[config.mk]
export PLATFORM = sky130hd
export DESIGN_NAME = pcp_cmd_port
export DESIGN_NICKNAME = d
export VERILOG_FILES = /design/src/pcp_pkg.sv /design/src/pcp_fifo.sv /design/src/pcp_ep_bank.sv /design/src/pcp_cmd_port.sv
export SDC_FILE = /design/constraint.sdc
export NUM_CORES = 1
export LEC_CHECK = 0
export ABC_AREA = 0
export ABC_CLOCK_PERIOD_IN_PS = 4600
export BUFFER_PORTS_ARGS = -buffer_cell sky130_fd_sc_hd__buf_4
export CAP_MARGIN = 20
export CORE_UTILIZATION = 40
export DETAILED_ROUTE_END_ITERATION = 8
export GPL_TIMING_DRIVEN = 0
export SLEW_MARGIN = 5
export SYNTH_ARGS = -nofsm -noshare
export SYNTH_HDL_FRONTEND = slang
export SYNTH_SLANG_ARGS = --single-unit
[constraint.sdc]
create_clock -name clk_sys -period 4.6 [get_ports clk_sys]
set_input_delay 0.46 -clock clk_sys [delete_from_list [all_inputs] [get_ports clk_sys]]
set_output_delay 0.46 -clock clk_sys [all_outputs]
set_load 0.01 [all_outputs]
[src/pcp_pkg.sv]
/*
  Constants, command codes and decode helpers for the peripheral command port.
  Assumes one system clock; shared by the command port and its endpoint bank.
*/
package pcp_pkg;

  // Command codes, low byte of a command phase
  localparam logic [7:0] CMD_BUF_WR_BASE = 8'h00;
  localparam logic [7:0] CMD_BUF_RD_BASE = 8'h10;
  localparam logic [7:0] CMD_CFG_WR_BASE = 8'h20;
  localparam logic [7:0] CMD_CFG_RD_BASE = 8'h30;
  localparam logic [7:0] CMD_STALL_BASE  = 8'h40;
  localparam logic [7:0] CMD_STAT_BASE   = 8'h50;
  localparam logic [7:0] CMD_ADDR_WR     = 8'hb6;
  localparam logic [7:0] CMD_ADDR_RD     = 8'hb7;
  localparam logic [7:0] CMD_MODE_WR     = 8'hb8;
  localparam logic [7:0] CMD_MODE_RD     = 8'hb9;
  localparam logic [7:0] CMD_HW_WR       = 8'hba;
  localparam logic [7:0] CMD_HW_RD       = 8'hbb;
  localparam logic [7:0] CMD_IRQ_WR      = 8'hc2;
  localparam logic [7:0] CMD_IRQ_RD      = 8'hc3;
  localparam logic [7:0] CMD_DMAC_WR     = 8'hf0;
  localparam logic [7:0] CMD_DMAC_RD     = 8'hf1;
  localparam logic [7:0] CMD_DMAN_WR     = 8'hf2;
  localparam logic [7:0] CMD_DMAN_RD     = 8'hf3;
  localparam logic [7:0] CMD_RESET       = 8'hf6;

  // Register lengths in bytes
  localparam logic [2:0] LEN_NONE = 3'h0;
  localparam logic [2:0] LEN_BYTE = 3'h1;
  localparam logic [2:0] LEN_HALF = 3'h2;
  localparam logic [2:0] LEN_WORD = 3'h4;

  // Reset values
  localparam logic [7:0]  RST_ADDR = 8'h00;
  localparam logic [7:0]  RST_MODE = 8'h00;
  localparam logic [15:0] RST_HW   = 16'h0000;
  localparam logic [31:0] RST_IRQ  = 32'h00000000;
  localparam logic [15:0] RST_DMAC = 16'h0000;
  localparam logic [15:0] RST_DMAN = 16'h0000;
  localparam logic [7:0]  RST_CFG  = 8'h00;

  // Endpoint status byte layout, buffer header size
  localparam int unsigned STAT_STALL_BIT = 0;
  localparam logic [16:0] BUF_HDR_BYTES  = 17'h00002;

  typedef enum logic [3:0] {
    K_ILLEGAL, K_CFG, K_ADDR, K_MODE, K_HW, K_IRQ, K_DMAC, K_DMAN,
    K_STAT, K_STALL, K_RESET, K_BWR, K_BRD
  } pcp_kind_t;

  typedef enum logic [1:0] {
    PH_IDLE = 2'b00,
    PH_DATA = 2'b01,
    PH_DONE = 2'b11,
    PH_SKIP = 2'b10
  } pcp_phase_t;

  function automatic pcp_kind_t pcp_kind(input logic [7:0] c);
    pcp_kind_t k;
    k = K_ILLEGAL;
    case (c[7:4])
      CMD_BUF_WR_BASE[7:4]: k = (c[3:0] == 4'h0) ? K_ILLEGAL : K_BWR;
      CMD_BUF_RD_BASE[7:4]: k = (c[3:0] == 4'h1) ? K_ILLEGAL : K_BRD;
      CMD_CFG_WR_BASE[7:4], CMD_CFG_RD_BASE[7:4]: k = K_CFG;
      CMD_STALL_BASE[7:4]:  k = K_STALL;
      CMD_STAT_BASE[7:4]:   k = K_STAT;
      default: begin
        if (c[7:1] == CMD_ADDR_WR[7:1]) k = K_ADDR;
        else if (c[7:1] == CMD_MODE_WR[7:1]) k = K_MODE;
        else if (c[7:1] == CMD_HW_WR[7:1]) k = K_HW;
        else if (c[7:1] == CMD_IRQ_WR[7:1]) k = K_IRQ;
        else if (c[7:1] == CMD_DMAC_WR[7:1]) k = K_DMAC;
        else if (c[7:1] == CMD_DMAN_WR[7:1]) k = K_DMAN;
        else if (c == CMD_RESET) k = K_RESET;
        else k = K_ILLEGAL;
      end
    endcase
    return k;
  endfunction

  // Read direction: odd pair codes, config reads, status, buffer reads
  function automatic logic pcp_is_rd(input logic [7:0] c);
    pcp_kind_t k;
    k = pcp_kind(c);
    case (k)
      K_CFG:   return c[4];
      K_STAT:  return 1'b1;
      K_BRD:   return 1'b1;
      K_BWR:   return 1'b0;
      default: return c[0];
    endcase
  endfunction

  function automatic logic [2:0] pcp_len(input pcp_kind_t k);
    case (k)
      K_CFG, K_ADDR, K_MODE, K_STAT: return LEN_BYTE;
      K_HW, K_DMAC, K_DMAN:          return LEN_HALF;
      K_IRQ:                         return LEN_WORD;
      default:                       return LEN_NONE;
    endcase
  endfunction

endpackage

[src/pcp_fifo.sv]
/*
  Small synchronous FIFO with valid/ready on both sides.
  Assumes one clock and a synchronous active-high reset.
*/
`timescale 1ns/100ps
module pcp_fifo #(
  parameter int unsigned WIDTH = 22,
  parameter int unsigned DEPTH = 4
) (
  input  wire logic             clk_sys,
  input  wire logic             srst,
  input  wire logic             in_valid,
  output logic                  in_ready,
  input  wire logic [WIDTH-1:0] in_data,
  output logic                  out_valid,
  input  wire logic             out_ready,
  output logic [WIDTH-1:0]      out_data
);
  localparam int unsigned AW = (DEPTH > 1) ? $clog2(DEPTH) : 1;
  localparam int unsigned CW = $clog2(DEPTH + 1);

  logic [WIDTH-1:0] mem [DEPTH];
  logic [AW-1:0]    wr_ptr_reg;
  logic [AW-1:0]    rd_ptr_reg;
  logic [CW-1:0]    count_reg;

  wire do_push = in_valid & in_ready;
  wire do_pop  = out_valid & out_ready;

  assign in_ready  = (count_reg != CW'(DEPTH));
  assign out_valid = (count_reg != '0);
  assign out_data  = mem[rd_ptr_reg];

  wire [AW-1:0] wr_inc = (wr_ptr_reg == AW'(DEPTH - 1)) ? '0 : wr_ptr_reg + AW'(1);
  wire [AW-1:0] rd_inc = (rd_ptr_reg == AW'(DEPTH - 1)) ? '0 : rd_ptr_reg + AW'(1);

  always_ff @(posedge clk_sys) begin
    if (do_push) begin
      mem[wr_ptr_reg] <= in_data;
    end
  end

  always_ff @(posedge clk_sys) begin
    if (srst) begin
      wr_ptr_reg <= '0;
      rd_ptr_reg <= '0;
      count_reg  <= '0;
    end else begin
      if (do_push) wr_ptr_reg <= wr_inc;
      if (do_pop) rd_ptr_reg <= rd_inc;
      if (do_push & ~do_pop) count_reg <= count_reg + CW'(1);
      else if (do_pop & ~do_push) count_reg <= count_reg - CW'(1);
    end
  end
endmodule // pcp_fifo

[src/pcp_ep_bank.sv]
/*
  Endpoint setup bytes and stall flags for all endpoints.
  Assumes clr covers both the pin reset and the reset command.
*/
`timescale 1ns/100ps
module pcp_ep_bank
  import pcp_pkg::*;
#(
  parameter int unsigned EP_NUM = 16
) (
  input  wire logic              clk_sys,
  input  wire logic              clr,
  input  wire logic              cfg_we,
  input  wire logic [3:0]        cfg_ep,
  input  wire logic [7:0]        cfg_wdata,
  input  wire logic              stall_set,
  input  wire logic [3:0]        stall_ep,
  output logic [EP_NUM*8-1:0]    endpoint_setup,
  output logic [EP_NUM-1:0]      endpoint_stall
);
  logic [7:0]        endpoint_setup_reg [EP_NUM];
  logic [EP_NUM-1:0] stall_reg;

  always_ff @(posedge clk_sys) begin
    for (int i = 0; i < EP_NUM; i++) begin
      if (clr) endpoint_setup_reg[i] <= RST_CFG;
      else if (cfg_we && cfg_ep == 4'(i)) endpoint_setup_reg[i] <= cfg_wdata;
    end
  end

  always_ff @(posedge clk_sys) begin
    if (clr) stall_reg <= '0;
    else if (stall_set) stall_reg[stall_ep] <= 1'b1;
  end

  always_comb begin
    for (int i = 0; i < EP_NUM; i++) begin
      endpoint_setup[i*8 +: 8] = endpoint_setup_reg[i];
    end
  end
  assign endpoint_stall = stall_reg;
endmodule // pcp_ep_bank

[src/pcp_cmd_port.sv]
/*
  Command port of the peripheral controller: command phase, data phase,
  register access, buffer write FIFO and buffer read path.
  Assumes bus strobes are one-cycle pulses synchronous to clk_sys.
*/
`timescale 1ns/100ps
module pcp_cmd_port
  import pcp_pkg::*;
#(
  parameter int unsigned FIFO_DEPTH = 4,
  parameter int unsigned EP_NUM     = 16
) (
  input  wire logic              clk_sys,
  input  wire logic              srst,
  input  wire logic              bus16_mode,
  input  wire logic              phase_select_pin,
  input  wire logic              bus_wr_stb,
  input  wire logic              bus_rd_stb,
  input  wire logic              bus_rd_act,
  input  wire logic [15:0]       bus_din,
  output logic [15:0]            bus_dout,
  output logic                   bus_doe,
  output logic                   tx_valid,
  input  wire logic              tx_ready,
  output logic [15:0]            tx_data,
  output logic                   tx_hi_valid,
  output logic                   tx_last,
  output logic [3:0]             tx_ep,
  output logic                   buf_wr_ready,
  input  wire logic              rx_valid,
  input  wire logic [15:0]       rx_data,
  output logic                   rx_pop,
  output logic [7:0]             device_usb_address,
  output logic [7:0]             operating_mode,
  output logic [15:0]            hw_setup,
  output logic [31:0]            irq_enable,
  output logic [15:0]            dma_setup,
  output logic [15:0]            dma_byte_count,
  output logic [EP_NUM*8-1:0]    endpoint_setup,
  output logic [EP_NUM-1:0]      endpoint_stall
);
  localparam int unsigned FW = 22;

  logic [7:0]  cmd_reg;
  pcp_phase_t  phase_reg;
  pcp_phase_t  phase_next;
  logic [10:0] pos_reg;
  logic [15:0] count_reg;
  logic [15:0] dout_reg;
  logic        doe_reg;
  logic        rx_pop_reg;
  logic [7:0]  device_usb_address_reg;
  logic [7:0]  operating_mode_reg;
  logic [15:0] hw_setup_reg;
  logic [31:0] irq_enable_reg;
  logic [15:0] dma_setup_reg;
  logic [15:0] dma_byte_count_reg;
  logic        fifo_in_ready;
  logic [FW-1:0] fifo_out;

  // Command phase decode straight from the bus low byte
  wire        cmd_stb  = bus_wr_stb & phase_select_pin;
  wire [7:0]  code_in  = bus_din[7:0];
  pcp_kind_t  kind_in;
  pcp_kind_t  kind;
  assign kind_in = pcp_kind(code_in);
  assign kind    = pcp_kind(cmd_reg);
  wire        soft_rst = cmd_stb & (kind_in == K_RESET);
  wire        clr      = srst | soft_rst;
  wire        in_data  = (kind_in != K_ILLEGAL) & (kind_in != K_STALL) & (kind_in != K_RESET);
  wire        cmd_rd   = pcp_is_rd(cmd_reg);
  wire [2:0]  len      = pcp_len(kind);

  // Data phase: only a live command sees bus data
  wire        in_phase = (phase_reg == PH_DATA);
  wire        dat_wr   = bus_wr_stb & ~phase_select_pin & in_phase;
  wire        dat_rd   = bus_rd_stb & ~phase_select_pin & in_phase;
  wire        wr_ok    = dat_wr & ~cmd_rd & ((kind != K_BWR) | fifo_in_ready);
  // No OUT word ready: read refused, no pop, bus_dout holds
  wire        rd_ok    = dat_rd & cmd_rd & ((kind != K_BRD) | rx_valid);
  wire [10:0] step     = bus16_mode ? 11'h002 : 11'h001;

  // Current target value, byte lanes chosen by position
  wire [7:0]  cfg_cur  = endpoint_setup[{cmd_reg[3:0], 3'b000} +: 8];
  // Status byte carries the stall flag only
  wire [7:0]  stat_cur = 8'(endpoint_stall[cmd_reg[3:0]]) << STAT_STALL_BIT;
  wire [31:0] cur_val  = (kind == K_ADDR) ? {24'h000000, device_usb_address_reg} :
                         (kind == K_MODE) ? {24'h000000, operating_mode_reg} :
                         (kind == K_HW)   ? {16'h0000, hw_setup_reg} :
                         (kind == K_IRQ)  ? irq_enable_reg :
                         (kind == K_DMAC) ? {16'h0000, dma_setup_reg} :
                         (kind == K_DMAN) ? {16'h0000, dma_byte_count_reg} :
                         (kind == K_CFG)  ? {24'h000000, cfg_cur} :
                         (kind == K_STAT) ? {24'h000000, stat_cur} :
                         (kind == K_BWR)  ? {16'h0000, count_reg} : 32'h00000000;
  wire [4:0]  sh        = {pos_reg[1:0], 3'b000};
  wire [15:0] din_used  = bus16_mode ? bus_din : {8'h00, bus_din[7:0]};
  wire [31:0] lane_mask = (bus16_mode ? 32'h0000ffff : 32'h000000ff) << sh;
  wire [31:0] merged    = (cur_val & ~lane_mask) | ({16'h0000, din_used} << sh);
  wire [31:0] rd_sh     = cur_val >> sh;
  // Upper byte of a read past the register's bytes reads zero
  wire        rd_hi_ok  = bus16_mode & ((pos_reg + 11'h001) < {8'h00, len});
  wire [15:0] rd_word   = (kind == K_BRD) ? rx_data : {rd_hi_ok ? rd_sh[15:8] : 8'h00, rd_sh[7:0]};
  // Length reached: phase done, later accesses ignored
  wire        reg_last  = (pos_reg + step) >= {8'h00, len};

  // Buffer write: header count, then payload, last word trimmed
  wire        in_hdr    = (pos_reg < 11'h002);
  wire [15:0] cnt_next  = in_hdr ? merged[15:0] : count_reg;
  wire [16:0] total     = {1'b0, cnt_next} + BUF_HDR_BYTES;
  wire [16:0] pos17     = {6'h00, pos_reg};
  wire        push_hi   = bus16_mode & ((pos17 + 17'h00001) < total);
  wire        push_last = (pos17 + {6'h00, step}) >= total;
  wire        buf_push  = wr_ok & (kind == K_BWR);
  wire        done_now  = (kind == K_BWR) ? push_last : (kind == K_BRD) ? 1'b0 : reg_last;
  wire        step_now  = wr_ok | rd_ok;
  wire [FW-1:0] fifo_in = {din_used, push_hi, push_last, cmd_reg[3:0]};

  // Every state takes a new command; illegal codes park in PH_SKIP
  always_comb begin
    phase_next = phase_reg;
    case (phase_reg)
      PH_IDLE, PH_DATA, PH_DONE, PH_SKIP: begin
        if (cmd_stb) begin
          phase_next = in_data ? PH_DATA : (kind_in == K_ILLEGAL) ? PH_SKIP : PH_IDLE;
        end else if (step_now & done_now) begin
          phase_next = PH_DONE;
        end
      end
      default: phase_next = PH_IDLE;
    endcase
  end

  always_ff @(posedge clk_sys) begin
    if (srst) begin
      phase_reg <= PH_IDLE;
      cmd_reg   <= 8'h00;
      pos_reg   <= 11'h000;
    end else begin
      phase_reg <= phase_next;
      if (cmd_stb) cmd_reg <= code_in;
      if (cmd_stb) pos_reg <= 11'h000;
      else if (step_now) pos_reg <= pos_reg + step;
    end
  end

  // Header count restarts with every command
  always_ff @(posedge clk_sys) begin
    if (clr | cmd_stb) count_reg <= 16'h0000;
    else if (buf_push & in_hdr) count_reg <= merged[15:0];
  end

  // Registers; the reset command clears them in the same cycle
  always_ff @(posedge clk_sys) begin
    if (clr) begin
      device_usb_address_reg <= RST_ADDR;
      operating_mode_reg     <= RST_MODE;
      hw_setup_reg           <= RST_HW;
      irq_enable_reg         <= RST_IRQ;
      dma_setup_reg          <= RST_DMAC;
      dma_byte_count_reg     <= RST_DMAN;
    end else if (wr_ok) begin
      case (kind)
        K_ADDR:  device_usb_address_reg <= merged[7:0];
        K_MODE:  operating_mode_reg     <= merged[7:0];
        K_HW:    hw_setup_reg           <= merged[15:0];
        K_IRQ:   irq_enable_reg         <= merged;
        K_DMAC:  dma_setup_reg          <= merged[15:0];
        K_DMAN:  dma_byte_count_reg     <= merged[15:0];
        default: ;
      endcase
    end
  end

  // Read data fetched on the strobe: one cycle latency, no prefetch
  always_ff @(posedge clk_sys) begin
    if (srst) begin
      dout_reg   <= 16'h0000;
      doe_reg    <= 1'b0;
      rx_pop_reg <= 1'b0;
    end else begin
      if (rd_ok) dout_reg <= rd_word;
      doe_reg    <= bus_rd_act;
      rx_pop_reg <= rd_ok & (kind == K_BRD);
    end
  end

  pcp_ep_bank #(.EP_NUM(EP_NUM)) u_bank (
    .clk_sys        (clk_sys),
    .clr            (clr),
    .cfg_we         (wr_ok & (kind == K_CFG)),
    .cfg_ep         (cmd_reg[3:0]),
    .cfg_wdata      (merged[7:0]),
    .stall_set      (cmd_stb & (kind_in == K_STALL)),
    .stall_ep       (code_in[3:0]),
    .endpoint_setup (endpoint_setup),
    .endpoint_stall (endpoint_stall)
  );

  // Processor cannot be stalled: a full FIFO refuses the word, position holds
  pcp_fifo #(.WIDTH(FW), .DEPTH(FIFO_DEPTH)) u_fifo (
    .clk_sys   (clk_sys),
    .srst      (srst),
    .in_valid  (buf_push),
    .in_ready  (fifo_in_ready),
    .in_data   (fifo_in),
    .out_valid (tx_valid),
    .out_ready (tx_ready),
    .out_data  (fifo_out)
  );

  assign tx_data            = fifo_out[21:6];
  assign tx_hi_valid        = fifo_out[5];
  assign tx_last            = fifo_out[4];
  assign tx_ep              = fifo_out[3:0];
  assign buf_wr_ready       = fifo_in_ready;
  assign bus_dout           = dout_reg;
  assign bus_doe            = doe_reg;
  assign rx_pop             = rx_pop_reg;
  assign device_usb_address = device_usb_address_reg;
  assign operating_mode     = operating_mode_reg;
  assign hw_setup           = hw_setup_reg;
  assign irq_enable         = irq_enable_reg;
  assign dma_setup          = dma_setup_reg;
  assign dma_byte_count     = dma_byte_count_reg;
endmodule // pcp_cmd_port

==> results of run 1 <==
## cells in the mapped netlist, drive strengths merged (5+ instances only)
library cell	n	area [um^2]
xor2	12	105.1
a221oi	5	43.79
nand4	14	87.58
or3	23	143.9
a21o	5	37.54
nor3	24	130.1
buf	40	211.5
o22a	8	70.07
mux4	63	1419
o21ai	51	255.3
mux2i	23	230.2
a211oi	96	743.2
ha	39	488.0
edfxtp	216	6486
nor3b	6	45.04
nor2	374	1404
nand3	27	147.6
nand2	110	412.9
nand2b	13	81.33
o211ai	12	90.09
o21bai	17	127.6
a21oi	99	499.2
and3	16	100.1
nor4	5	31.28
a22oi	34	260.3
o31ai	7	57.55
inv	16	60.05
xnor2	30	262.8
dfxtp	176	3523
a22o	13	113.9
o22ai	6	37.54
o21a	7	52.55
a31oi	8	50.05
and2	17	106.4
a222oi	8	80.08
mux2	9	105.1
clkbuf	120	450.4
a2bb2oi	7	73.82
nor2b	10	62.56
## where the power goes
part / leakage (nW) / total (mW) / switching [mW] / internal [mW]
combinational: 5.32 / 1.33 / 0.749 / 0.577
sequential: 3.53 / 3.83 / 0.0735 / 3.76
clock: 0.733 / 3.74 / 1.51 / 2.23
total: 9.58 / 8.90 / 2.33 / 6.56
## cell type report
cell class / count / share of cell area
sequential: 392 / 0.3942
multi-input combinational: 1261 / 0.3591
timing repair buffer: 396 / 0.1192
clock buffer: 54 / 0.04640
buffer: 154 / 0.03509
tap: 615 / 0.03026
clock inverter: 27 / 0.01304
inverter: 16 / 0.002608
antenna: 1 / 0.00009842
## worst max-delay path, cell delays in order, from the launching register on
cell,delay (ns)
sky130_fd_sc_hd__dfxtp_4,0.36
sky130_fd_sc_hd__or4_4,0.58
sky130_fd_sc_hd__o311ai_4,0.35
sky130_fd_sc_hd__buf_4,0.19
sky130_fd_sc_hd__buf_6,0.10
sky130_fd_sc_hd__a21oi_2,0.04
sky130_fd_sc_hd__o32ai_2,0.33
sky130_fd_sc_hd__a21oi_4,0.09
sky130_fd_sc_hd__a2bb2oi_4,0.17
sky130_fd_sc_hd__clkbuf_16,0.19
sky130_fd_sc_hd__o21ai_4,0.21
sky130_fd_sc_hd__ha_4,0.25
sky130_fd_sc_hd__inv_4,0.06
sky130_fd_sc_hd__ha_4,0.19
sky130_fd_sc_hd__o21a_1,0.10
sky130_fd_sc_hd__o21a_1,0.18
sky130_fd_sc_hd__o21a_1,0.18
sky130_fd_sc_hd__o21ai_1,0.12
sky130_fd_sc_hd__nand2b_1,0.10
sky130_fd_sc_hd__a21oi_2,0.15
sky130_fd_sc_hd__nor2_1,0.05
sky130_fd_sc_hd__o31ai_1,0.24
sky130_fd_sc_hd__a21oi_1,0.11
sky130_fd_sc_hd__a211oi_2,0.20
sky130_fd_sc_hd__nor3_2,0.10
## repair_timing
action / in CTS / in global routing
endpoints found under the hold margin: 0 / 0
setup buffers: 59 / 12
resized for setup: 136 / 36
setup endpoints to repair: 109 / 47
pin swaps: 31 / 22
## cell families after synthesis
group                      Yosys count
AOI/OAI and AO/OA                  414
xor gates and xnor gates            42
adders and majority gates           42
buffers and inverters              176
DFF                                392
muxes                               95
and+or+nand+nor                    668
## metal layers
metal	vias up	routed length (um)
met3	158	7444
met2	1021	35240
met1	8623	31070
li1	7644	-
met5	-	0
met4	0	2587
## worst max-delay path by stage
stage | from | to | slack (ns)
floorplan | cmd_reg[0]$_SDFFE_PP0P_ | u_fifo.mem[0][4]$_DFFE_PP_ | -0.005
global placement | cmd_reg[1]$_SDFFE_PP0P_ | u_fifo.mem[0][4]$_DFFE_PP_ | -2.24
detailed placement | cmd_reg[1]$_SDFFE_PP0P_ | u_fifo.mem[0][4]$_DFFE_PP_ | -2.26
CTS | cmd_reg[0]$_SDFFE_PP0P_ | u_fifo.mem[3][4]$_DFFE_PP_ | -0.29
global route | cmd_reg[0]$_SDFFE_PP0P_ | u_fifo.mem[2][4]$_DFFE_PP_ | -0.54
finish | cmd_reg[3]$_SDFFE_PP0P_ | u_fifo.mem[3][4]$_DFFE_PP_ | -0.36
## per-stage QoR
stage          setup WS, ns  setup TNS [ns]
3_5_place_dp         -2.261          -54.45
3_3_place_gp         -2.236          -51.42
6_report            -0.3621          -2.819
2_1_floorplan     -0.004716        -0.01886
5_1_grt             -0.5423          -4.416
4_1_cts             -0.2928          -2.037
==> flow_metrics.py, run 1 <==
metrics = {
    "sta": {
        "period_share": 1.079,
        "setup_violations_final": 9,
        "final.setup_skew_ns": 0.03117,
        "tightest_slew_ns": 0.9950,
        "maxSlewViolCount": 0,
        "setup_repair_after_global_routing_missed_its_margin": "true",
        "timing.max_slew.rel_slack": 0.3342,
        "hold_violations": 0,
        "achievable-frequency_mhz": 201.5,
        "final_ws_setup_ns": -0.3621,
        "period_minus_slack_ns": 4.962,
        "hold_ws_ns": 0.08010,
    },
    "worst_hold_path": {
        "worst_hold_path.endpoint": "bus_doe$_SDFF_PP0_",
        "min-delay-path-class": "in -> reg",
        "min-delay-start": "bus_rd_act",
        "holdPathStages": 2,
    },
    "floorplan": {
        "die-width_um": 221.7,
        "vertical_extent_of_the_die_um": 221.7,
        "initial_core_util": 0.4053,
        "num_rows": 80,
        "design.core.area_um2": 47650,
        "die-area_um2": 49160,
        "io-pin-count": 323,
    },
    "synth": {
        "synth_top_flop_cell": "sky130_fd_sc_hd__edfxtp_1",
        "synth_adder_area_share": 0.02786,
        "seq_area_frac_synth": 0.5183,
        "synth_top_family_by_area": "simple AND/OR/NAND/NOR gates",
        "postSynthAreaPerCell_um2": 10.56,
        "syn_nets": 1911,
        "synth-async-reset-ratio": 0,
        "synthCells": 1829,
        "synth_cell_types": 90,
        "synth_compound_gate_area_share": 0.1506,
        "netlist_area_um2": 19310,
        "yosys.area_share.xor_xnor": 0.01905,
        "yosys.area_share.simple": 0.1559,
        "yosys_register_bits": 392,
        "ys.warnings.count": 0,
        "synth-edff-count": 216,
        "mux_contribution_to_synthesized_area": 0.09084,
    },
    "finish": {
        "drive_above_1_share": 0.2961,
        "final_design_area_no_fill_um2": 25430,
        "num-nets-final": 2347,
        "commonest_non_fill_non_tap_cell_in_the_layout": "sky130_fd_sc_hd__buf_4",
        "area.sequential_um2": 10020,
        "largest_reg_flops": 128,
        "commonest_cells_after_routing_fill_and_taps_aside": "sky130_fd_sc_hd__buf_4, sky130_fd_sc_hd__nor2_1, sky130_fd_sc_hd__edfxtp_1",
        "multi_input_comb_area_um2": 9131,
        "final.fill_count": 4252,
        "areaGrowthSynthToFinish_pct": 31.67,
        "final_cell_count_no_fill": 2916,
        "final_core_util": 0.5337,
    },
    "routing": {
        "route.detailed.wl_per_inst_um": 26.18,
        "drtPass1Iterations": 5,
        "route.final.wire_length_um": 76340,
        "avgViaCountPerCell": 5.983,
        "remaining_drc_errors": 0,
        "antenna_left": 0,
        "drt-initial-drc-count": 1974,
        "vias": 17450,
    },
    "grt": {
        "globalRouteMet2Util": 0.4765,
        "grt_most_used_layer": "met2",
        "grt.met1_usage": 0.4138,
        "grt_antenna_before_repair": 0,
        "grt-ovfl-total": 0,
        "first_global_vias": 16650,
        "grt_max_degree": 17,
        "grt_resource_usage_total": 0.3034,
        "grt_pass1_wl_um": 110700,
        "groute.layer.met3.usage": 0.06440,
    },
    "pwr": {
        "p_leak_nw": 9.583,
        "total_power_mw": 8.895,
        "powerDensity_nw_per_um2": 349.8,
        "power.ir.vdd_worst_mv": 0.2423,
    },
    "cts": {
        "clock_path_buffers": 3,
        "clkLatencyLatePin_ns": 0.60,
        "ctsHtreeMaxLevel": 2,
        "clk_root_buffer_cell": "sky130_fd_sc_hd__clkbuf_16",
        "cts.sink_count": 392,
        "tritoncts": "done",
        "cts_hold_buf": 0,
        "number_of_buffers_inserted_during_clock_tree_synthesis": 44,
        "clk_transition_reported_paths_ns": 0.06,
    },
    "placed_design": {
        "total_instance_count_after_detailed_placement": 2769,
        "placement.cell_area_um2": 22690,
        "place.gp.congestion": 0.9623,
        "dp_hpwl_um": 56650,
        "number_of_buffer_cells_added_on_primary_ports": 321,
    },
    "setup_path": {
        "critical_path.reg2reg.startpoint": "cmd_reg[3]$_SDFFE_PP0P_",
        "critical_path.max_fanout": 4,
        "reg2regPathDepth": 24,
        "cp_data_required_time_ns": 4.87,
        "timing.setup.critical_path_class": "reg -> reg",
        "rr_endpoint": "u_fifo.mem[3][4]$_DFFE_PP_",
        "startpoint_type": "flop",
        "endpoint_kind": "flop",
        "reg2reg_slack_ns": -0.36,
        "worst_ep_arrival_time_ns": 5.24,
    },
    "job": {
        "max-cap-violations": 0,
    },
    "outcome": {
        "failed_checks": "setup timing",
        "outcome": "finished, violations left",
    },
}
Note: power is estimated with default switching activity, not from simulation.
==> run 2, diff against run 1 <==
--- a/config.mk
+++ b/config.mk
@@ -10,8 +10,10 @@
 export BUFFER_PORTS_ARGS = -buffer_cell sky130_fd_sc_hd__buf_4
 export CAP_MARGIN = 20
 export CORE_UTILIZATION = 40
+export CTS_BUF_LIST = sky130_fd_sc_hd__clkbuf_8 sky130_fd_sc_hd__clkbuf_16
 export DETAILED_ROUTE_END_ITERATION = 8
 export GPL_TIMING_DRIVEN = 0
+export PLACE_DENSITY_LB_ADDON = 0.05
 export SLEW_MARGIN = 5
 export SYNTH_ARGS = -nofsm -noshare
 export SYNTH_HDL_FRONTEND = slang
==> run 2 against run 1 <==
The run still ends with setup timing left. Clock skew up 0.024 ns. Worst setup slack worse by 0.033 ns. Sequential share of layout area up 0.16 points. Critical path type unchanged. First-iteration DRC count down 15%. Worst hold slack better by 0.0079 ns. Die area unchanged. Clock power down 3%. Via count down 1.5%. Register-to-register slack worse by 0.03 ns. Core utilization down 0.22 points. Clock-buffer cell count down 5. Combinational power about the same.
==> flow_metrics.py, run 2 (synthesis results as in run 1) <==
metrics = {
    "job": {
        "max-cap-violations": 0,
    },
    "cts": {
        "cts_hold_buf": 0,
        "clk_transition_reported_paths_ns": 0.07,
        "clkLatencyLatePin_ns": 0.60,
        "clock_path_buffers": 3,
        "clk_root_buffer_cell": "sky130_fd_sc_hd__clkbuf_16",
        "number_of_buffers_inserted_during_clock_tree_synthesis": 44,
        "cts.sink_count": 392,
        "tritoncts": "done",
        "ctsHtreeMaxLevel": 2,
    },
    "routing": {
        "route.final.wire_length_um": 76990,
        "antenna_left": 0,
        "drtPass1Iterations": 6,
        "vias": 17180,
        "avgViaCountPerCell": 5.915,
        "route.detailed.wl_per_inst_um": 26.51,
        "drt-initial-drc-count": 1671,
        "remaining_drc_errors": 0,
    },
    "pwr": {
        "power.ir.vdd_worst_mv": 0.2851,
        "total_power_mw": 8.787,
        "p_leak_nw": 9.554,
        "powerDensity_nw_per_um2": 347.0,
    },
    "floorplan": {
        "die-width_um": 221.7,
        "vertical_extent_of_the_die_um": 221.7,
        "io-pin-count": 323,
        "die-area_um2": 49160,
        "design.core.area_um2": 47650,
        "initial_core_util": 0.4053,
        "num_rows": 80,
    },
    "placed_design": {
        "place.gp.congestion": 0.9304,
        "number_of_buffer_cells_added_on_primary_ports": 321,
        "dp_hpwl_um": 57730,
        "detailedPlace.worstSlack_ns": -2.420,
    },
    "worst_hold_path": {
        "min-delay-path-class": "in -> reg",
        "worst_hold_path.endpoint": "u_fifo.mem[3][7]$_DFFE_PP_",
        "min-delay-start": "bus_din[1]",
        "holdPathStages": 1,
    },
    "outcome": {
        "outcome": "finished, violations left",
        "failed_checks": "setup timing",
    },
    "sta": {
        "final_ws_setup_ns": -0.3948,
        "setup_repair_after_global_routing_missed_its_margin": "true",
        "timing.max_slew.rel_slack": 0.2749,
        "hold_violations": 0,
        "tightest_slew_ns": 1.085,
        "period_share": 1.086,
        "hold_ws_ns": 0.08800,
        "maxSlewViolCount": 0,
        "achievable-frequency_mhz": 200.2,
        "period_minus_slack_ns": 4.995,
        "setup_violations_final": 9,
        "final.setup_skew_ns": 0.05551,
    },
    "finish": {
        "num-nets-final": 2336,
        "final_core_util": 0.5315,
        "drive_above_1_share": 0.2918,
        "area.sequential_um2": 10020,
        "final.fill_count": 4315,
        "commonest_non_fill_non_tap_cell_in_the_layout": "sky130_fd_sc_hd__buf_4",
        "commonest_cells_after_routing_fill_and_taps_aside": "sky130_fd_sc_hd__buf_4, sky130_fd_sc_hd__nor2_1, sky130_fd_sc_hd__edfxtp_1",
        "areaGrowthSynthToFinish_pct": 31.14,
        "multi_input_comb_area_um2": 9057,
        "insertedDiodeCount": 0,
        "largest_reg_flops": 128,
    },
    "grt": {
        "grt_resource_usage_total": 0.3062,
        "grt-ovfl-total": 0,
        "first_global_vias": 16570,
        "grt_antenna_before_repair": 0,
        "grt_max_degree": 16,
        "grt_pass1_wl_um": 110700,
    },
    "setup_path": {
        "critical_path.reg2reg.startpoint": "cmd_reg[3]$_SDFFE_PP0P_",
        "cp_data_required_time_ns": 4.90,
        "reg2reg_slack_ns": -0.39,
        "endpoint_kind": "flop",
        "timing.setup.critical_path_class": "reg -> reg",
        "reg2regPathDepth": 20,
        "rr_endpoint": "u_fifo.mem[3][4]$_DFFE_PP_",
        "critical_path.max_fanout": 6,
        "startpoint_type": "flop",
        "worst_ep_arrival_time_ns": 5.30,
    },
}
-- run 2: worst max path at each step --
stage                                  from  slack (ns)  cells after the start                         end
floorplan           cmd_reg[0]$_SDFFE_PP0P_      -0.005                     24  u_fifo.mem[0][4]$_DFFE_PP_
global placement    cmd_reg[1]$_SDFFE_PP0P_       -2.45                     29  u_fifo.mem[0][4]$_DFFE_PP_
detailed placement  cmd_reg[1]$_SDFFE_PP0P_       -2.42                     29  u_fifo.mem[0][4]$_DFFE_PP_
CTS                 cmd_reg[0]$_SDFFE_PP0P_       -0.30                     25  u_fifo.mem[3][4]$_DFFE_PP_
global route        cmd_reg[3]$_SDFFE_PP0P_       -0.65                     24  u_fifo.mem[3][4]$_DFFE_PP_
finish              cmd_reg[3]$_SDFFE_PP0P_       -0.39                     20  u_fifo.mem[3][4]$_DFFE_PP_
-- run 2: per-layer routing --
metal,vias to the layer above,GRT usage,share of wire
met5,-,0,0
met3,151,0.04559,0.077
met4,0,0.1145,0.038
met1,8545,0.4123,0.41
met2,872,0.4996,0.47
li1,7609,-,-
-- run 2: area by class of cell --
class                           count  share of cell area
Sequential cell                   392              0.3958
Multi-Input combinational cell   1261              0.3577
Timing Repair Buffer              385              0.1182
Clock buffer                       49             0.04620
Buffer                            154             0.03631
Tap cell                          615             0.03039
Clock inverter                     32             0.01285
Inverter                           16            0.002619
-- run 2: critical path, cell delays in order (launching register included) --
cell and delay [ns]:
sky130_fd_sc_hd__dfxtp_4 0.38, sky130_fd_sc_hd__or4_4 0.59, sky130_fd_sc_hd__o311ai_4 0.37, sky130_fd_sc_hd__buf_6 0.17
sky130_fd_sc_hd__a21oi_2 0.05, sky130_fd_sc_hd__o32ai_2 0.34, sky130_fd_sc_hd__a21oi_4 0.09, sky130_fd_sc_hd__a2bb2oi_4 0.18
sky130_fd_sc_hd__clkbuf_16 0.21, sky130_fd_sc_hd__o21ai_4 0.20, sky130_fd_sc_hd__ha_4 0.21, sky130_fd_sc_hd__o211a_1 0.18
sky130_fd_sc_hd__nand4_1 0.20, sky130_fd_sc_hd__nor2_1 0.19, sky130_fd_sc_hd__xor2_1 0.21, sky130_fd_sc_hd__o21ai_2 0.13
sky130_fd_sc_hd__ha_1 0.36, sky130_fd_sc_hd__a21o_1 0.20, sky130_fd_sc_hd__a211oi_2 0.20, sky130_fd_sc_hd__buf_4 0.17
sky130_fd_sc_hd__nor3_4 0.05
-- run 2: through the flow --
stage | cell area, um^2 | TNS (ns) | std cells
2_1_floorplan | 19450 | -0.01886 | 1829
3_3_place_gp | 22630 | -62.91 | 2765
3_5_place_dp | 22730 | -67.26 | 2769
4_1_cts | 25250 | -2.298 | 2898
5_1_grt | 25320 | -4.948 | 2904
6_report | 25320 | -3.133 | 2904
-- run 2: timing repair --
item | 4_1_cts | 5_1_grt
pin swaps | 39 | 16
setup endpoints to repair | 178 | 184
buffers inserted | 52 | 8
gates resized for setup | 150 | 15
cloned | 0 | 0
-- run 2: report_power, final --
group	internal, mW	total, mW	leakage (nW)	switching [mW]
Clock	2.12	3.63	0.748	1.51
Combinational	0.572	1.32	5.27	0.752
Sequential	3.76	3.83	3.53	0.0695
Total	6.45	8.79	9.55	2.34
==> run 3, diff against run 2 <==
--- a/config.mk
+++ b/config.mk
@@ -9,6 +9,7 @@
 export ABC_CLOCK_PERIOD_IN_PS = 4600
 export BUFFER_PORTS_ARGS = -buffer_cell sky130_fd_sc_hd__buf_4
 export CAP_MARGIN = 20
+export CORE_MARGIN = 8
 export CORE_UTILIZATION = 40
 export CTS_BUF_LIST = sky130_fd_sc_hd__clkbuf_8 sky130_fd_sc_hd__clkbuf_16
 export DETAILED_ROUTE_END_ITERATION = 8
==> run 3 against run 2 <==
The run still ends with setup timing left. Sequential share of layout area down 0.19 points. Largest cell class unchanged. Highest routed layer unchanged. Via count up 0.17%. Sequential power about the same. Critical path type unchanged.
==> flow_metrics.py, run 3 (synthesis results as in run 1) <==
metrics = {
    "outcome": {
        "outcome": "finished, violations left",
        "failed_checks": "setup timing",
    },
    "finish": {
        "largest_reg_flops": 128,
        "final.fill_count": 4317,
        "num-nets-final": 2351,
        "insertedDiodeCount": 0,
        "areaGrowthSynthToFinish_pct": 31.81,
        "final_core_util": 0.5331,
        "commonest_non_fill_non_tap_cell_in_the_layout": "sky130_fd_sc_hd__buf_4",
        "commonest_cells_after_routing_fill_and_taps_aside": "sky130_fd_sc_hd__buf_4, sky130_fd_sc_hd__nor2_1, sky130_fd_sc_hd__edfxtp_1",
        "drive_above_1_share": 0.2989,
    },
    "placed_design": {
        "detailedPlace.worstSlack_ns": -2.517,
        "place.gp.congestion": 0.9497,
        "dp_hpwl_um": 60400,
        "number_of_buffer_cells_added_on_primary_ports": 321,
    },
    "pwr": {
        "p_leak_nw": 9.606,
        "switching_share": 0.2674,
        "share_seq_of_total_power": 0.446,
        "power.ir.vdd_worst_mv": 0.2668,
        "total_net_switching_power_mw": 2.296,
        "powerDensity_nw_per_um2": 337.4,
        "power.combinational.fraction": 0.159,
        "clock_power_share": 0.396,
        "internal-power_mw": 6.291,
    },
    "sta": {
        "final_ws_setup_ns": -0.3483,
        "setup_violations_final": 9,
        "period_minus_slack_ns": 4.948,
        "hold_violations": 0,
        "achievable-frequency_mhz": 202.1,
        "setup_repair_after_global_routing_missed_its_margin": "true",
        "tightest_slew_ns": 1.058,
        "timing.max_slew.rel_slack": 0.2894,
        "final.setup_skew_ns": 0.01755,
        "maxSlewViolCount": 0,
        "finalSetupTns_ns": -2.412,
        "period_share": 1.076,
    },
    "floorplan": {
        "initial_core_util": 0.4045,
        "io-pin-count": 323,
        "design.core.area_um2": 47750,
        "die-area_um2": 55560,
        "num_rows": 80,
        "vertical_extent_of_the_die_um": 235.7,
        "die-width_um": 235.7,
    },
    "setup_path": {
        "endpoint_kind": "flop",
        "worst_ep_arrival_time_ns": 5.24,
        "cp_slowest_cell": "sky130_fd_sc_hd__or4_4",
        "critical_path.max_fanout": 8,
        "cp_peak_stage_delay_ns": 0.58,
        "startpoint_type": "flop",
        "path_cells": "or4_4 > o311ai_4 > buf_4 > nand3_4 > buf_4 > and4_1 > o31ai_4 > a2bb2oi_4 > o31a_1 > and4bb_1 > nand2b_1 > xnor2_1 > nor2_1 > a21oi_1 > ha_1 > nand4_1 > nor3_2 > a211oi_2 > buf_4 > nor3_4",
        "cp_data_required_time_ns": 4.89,
        "timing.setup.critical_path_class": "reg -> reg",
        "reg2regPathDepth": 20,
        "startpoint": "cmd_reg[0]$_SDFFE_PP0P_",
        "reg2reg_slack_ns": -0.35,
        "crit_path_frequent_cell": "sky130_fd_sc_hd__buf_4",
        "rr_endpoint": "u_fifo.mem[0][4]$_DFFE_PP_",
        "cp.buffers_inverters": 3,
        "critical_path.reg2reg.startpoint": "cmd_reg[0]$_SDFFE_PP0P_",
        "path_delay_family": "compound AO/OA/AOI/OAI gates",
    },
    "grt": {
        "grt_resource_usage_total": 0.2774,
        "first_global_vias": 16830,
        "grt-ovfl-total": 0,
        "grt_pass1_wl_um": 115700,
        "grt_max_degree": 15,
        "grt_antenna_before_repair": 0,
    },
    "worst_hold_path": {
        "worst_hold_path.endpoint": "bus_doe$_SDFF_PP0_",
        "min-delay-path-class": "in -> reg",
        "min-delay-start": "bus_rd_act",
        "holdPathStages": 2,
    },
    "routing": {
        "avgViaCountPerCell": 5.899,
        "vias": 17210,
        "drtPass1Iterations": 5,
        "route.detailed.wl_per_inst_um": 27.35,
        "route.final.wire_length_um": 79780,
        "antenna_left": 0,
        "remaining_drc_errors": 0,
        "drt-initial-drc-count": 1632,
    },
    "cts": {
        "clk_transition_reported_paths_ns": 0.06,
        "tritoncts": "done",
        "clock_path_buffers": 3,
        "clk_root_buffer_cell": "sky130_fd_sc_hd__clkbuf_16",
        "cts.sink_count": 392,
        "clkLatencyLatePin_ns": 0.59,
        "number_of_buffers_inserted_during_clock_tree_synthesis": 43,
        "cts_hold_buf": 0,
        "ctsHtreeMaxLevel": 2,
    },
    "job": {
        "max-cap-violations": 0,
    },
}
## run 3: cell type report
cell class / count / area [um^2] / share of cell area
Sequential cell: 392 / 10020 / 0.3938
Multi-Input combinational cell: 1261 / 9164 / 0.3600
Timing Repair Buffer: 401 / 3134 / 0.1231
Clock buffer: 47 / 1131 / 0.04444
Buffer: 154 / 925.9 / 0.03638
Tap cell: 615 / 769.5 / 0.03023
Clock inverter: 31 / 237.7 / 0.009340
Inverter: 16 / 66.31 / 0.002605
## run 3: what timing repair did
| item | CTS | global route |
|---|---|---|
| buffers inserted | 59 | 17 |
| endpoints found under the setup margin | 176 | 57 |
| gates cloned | 0 | 0 |
| pin swaps | 40 | 29 |
| resized for setup | 159 | 35 |
## run 3: how the worst max path moves through the flow
stage | to | cells after the start
6_report | u_fifo.mem[0][4]$_DFFE_PP_ | 20
5_1_grt | u_fifo.mem[1][4]$_DFFE_PP_ | 24
4_1_cts | u_fifo.mem[3][4]$_DFFE_PP_ | 27
3_5_place_dp | u_fifo.mem[2][4]$_DFFE_PP_ | 29
3_3_place_gp | u_fifo.mem[0][4]$_DFFE_PP_ | 29
2_1_floorplan | u_fifo.mem[0][4]$_DFFE_PP_ | 24
## run 3: power groups by stage
stage	Sequential (mW)	Clock, mW	Combinational, mW
after floorplan	3.90	0	0.680
after global placement	3.90	0	1.23
after detailed placement	3.90	0	1.23
after CTS	3.83	3.45	1.33
after global routing	3.83	3.58	1.44
final	3.83	3.40	1.36
## run 3: layer usage
layer	vias up	track usage	share of wire
li1	7640	-	-
met1	8621	0.3693	0.42
met2	790	0.4548	0.47
met3	155	0.04717	0.073
met4	0	0.09344	0.035
met5	-	0	0
## run 3: per-stage QoR
stage | area [um^2] | hold WS [ns] | power [mW] | instances
floorplan | 19450 | 0.4454 | 4.578 | 1829
global placement | 22630 | 0.4717 | 5.129 | 2765
detailed placement | 22730 | 0.4840 | 5.133 | 2769
CTS | 25210 | 0.04603 | 8.612 | 2901
global route | 25450 | 0.06261 | 8.854 | 2917
finish | 25450 | 0.08455 | 8.587 | 2917
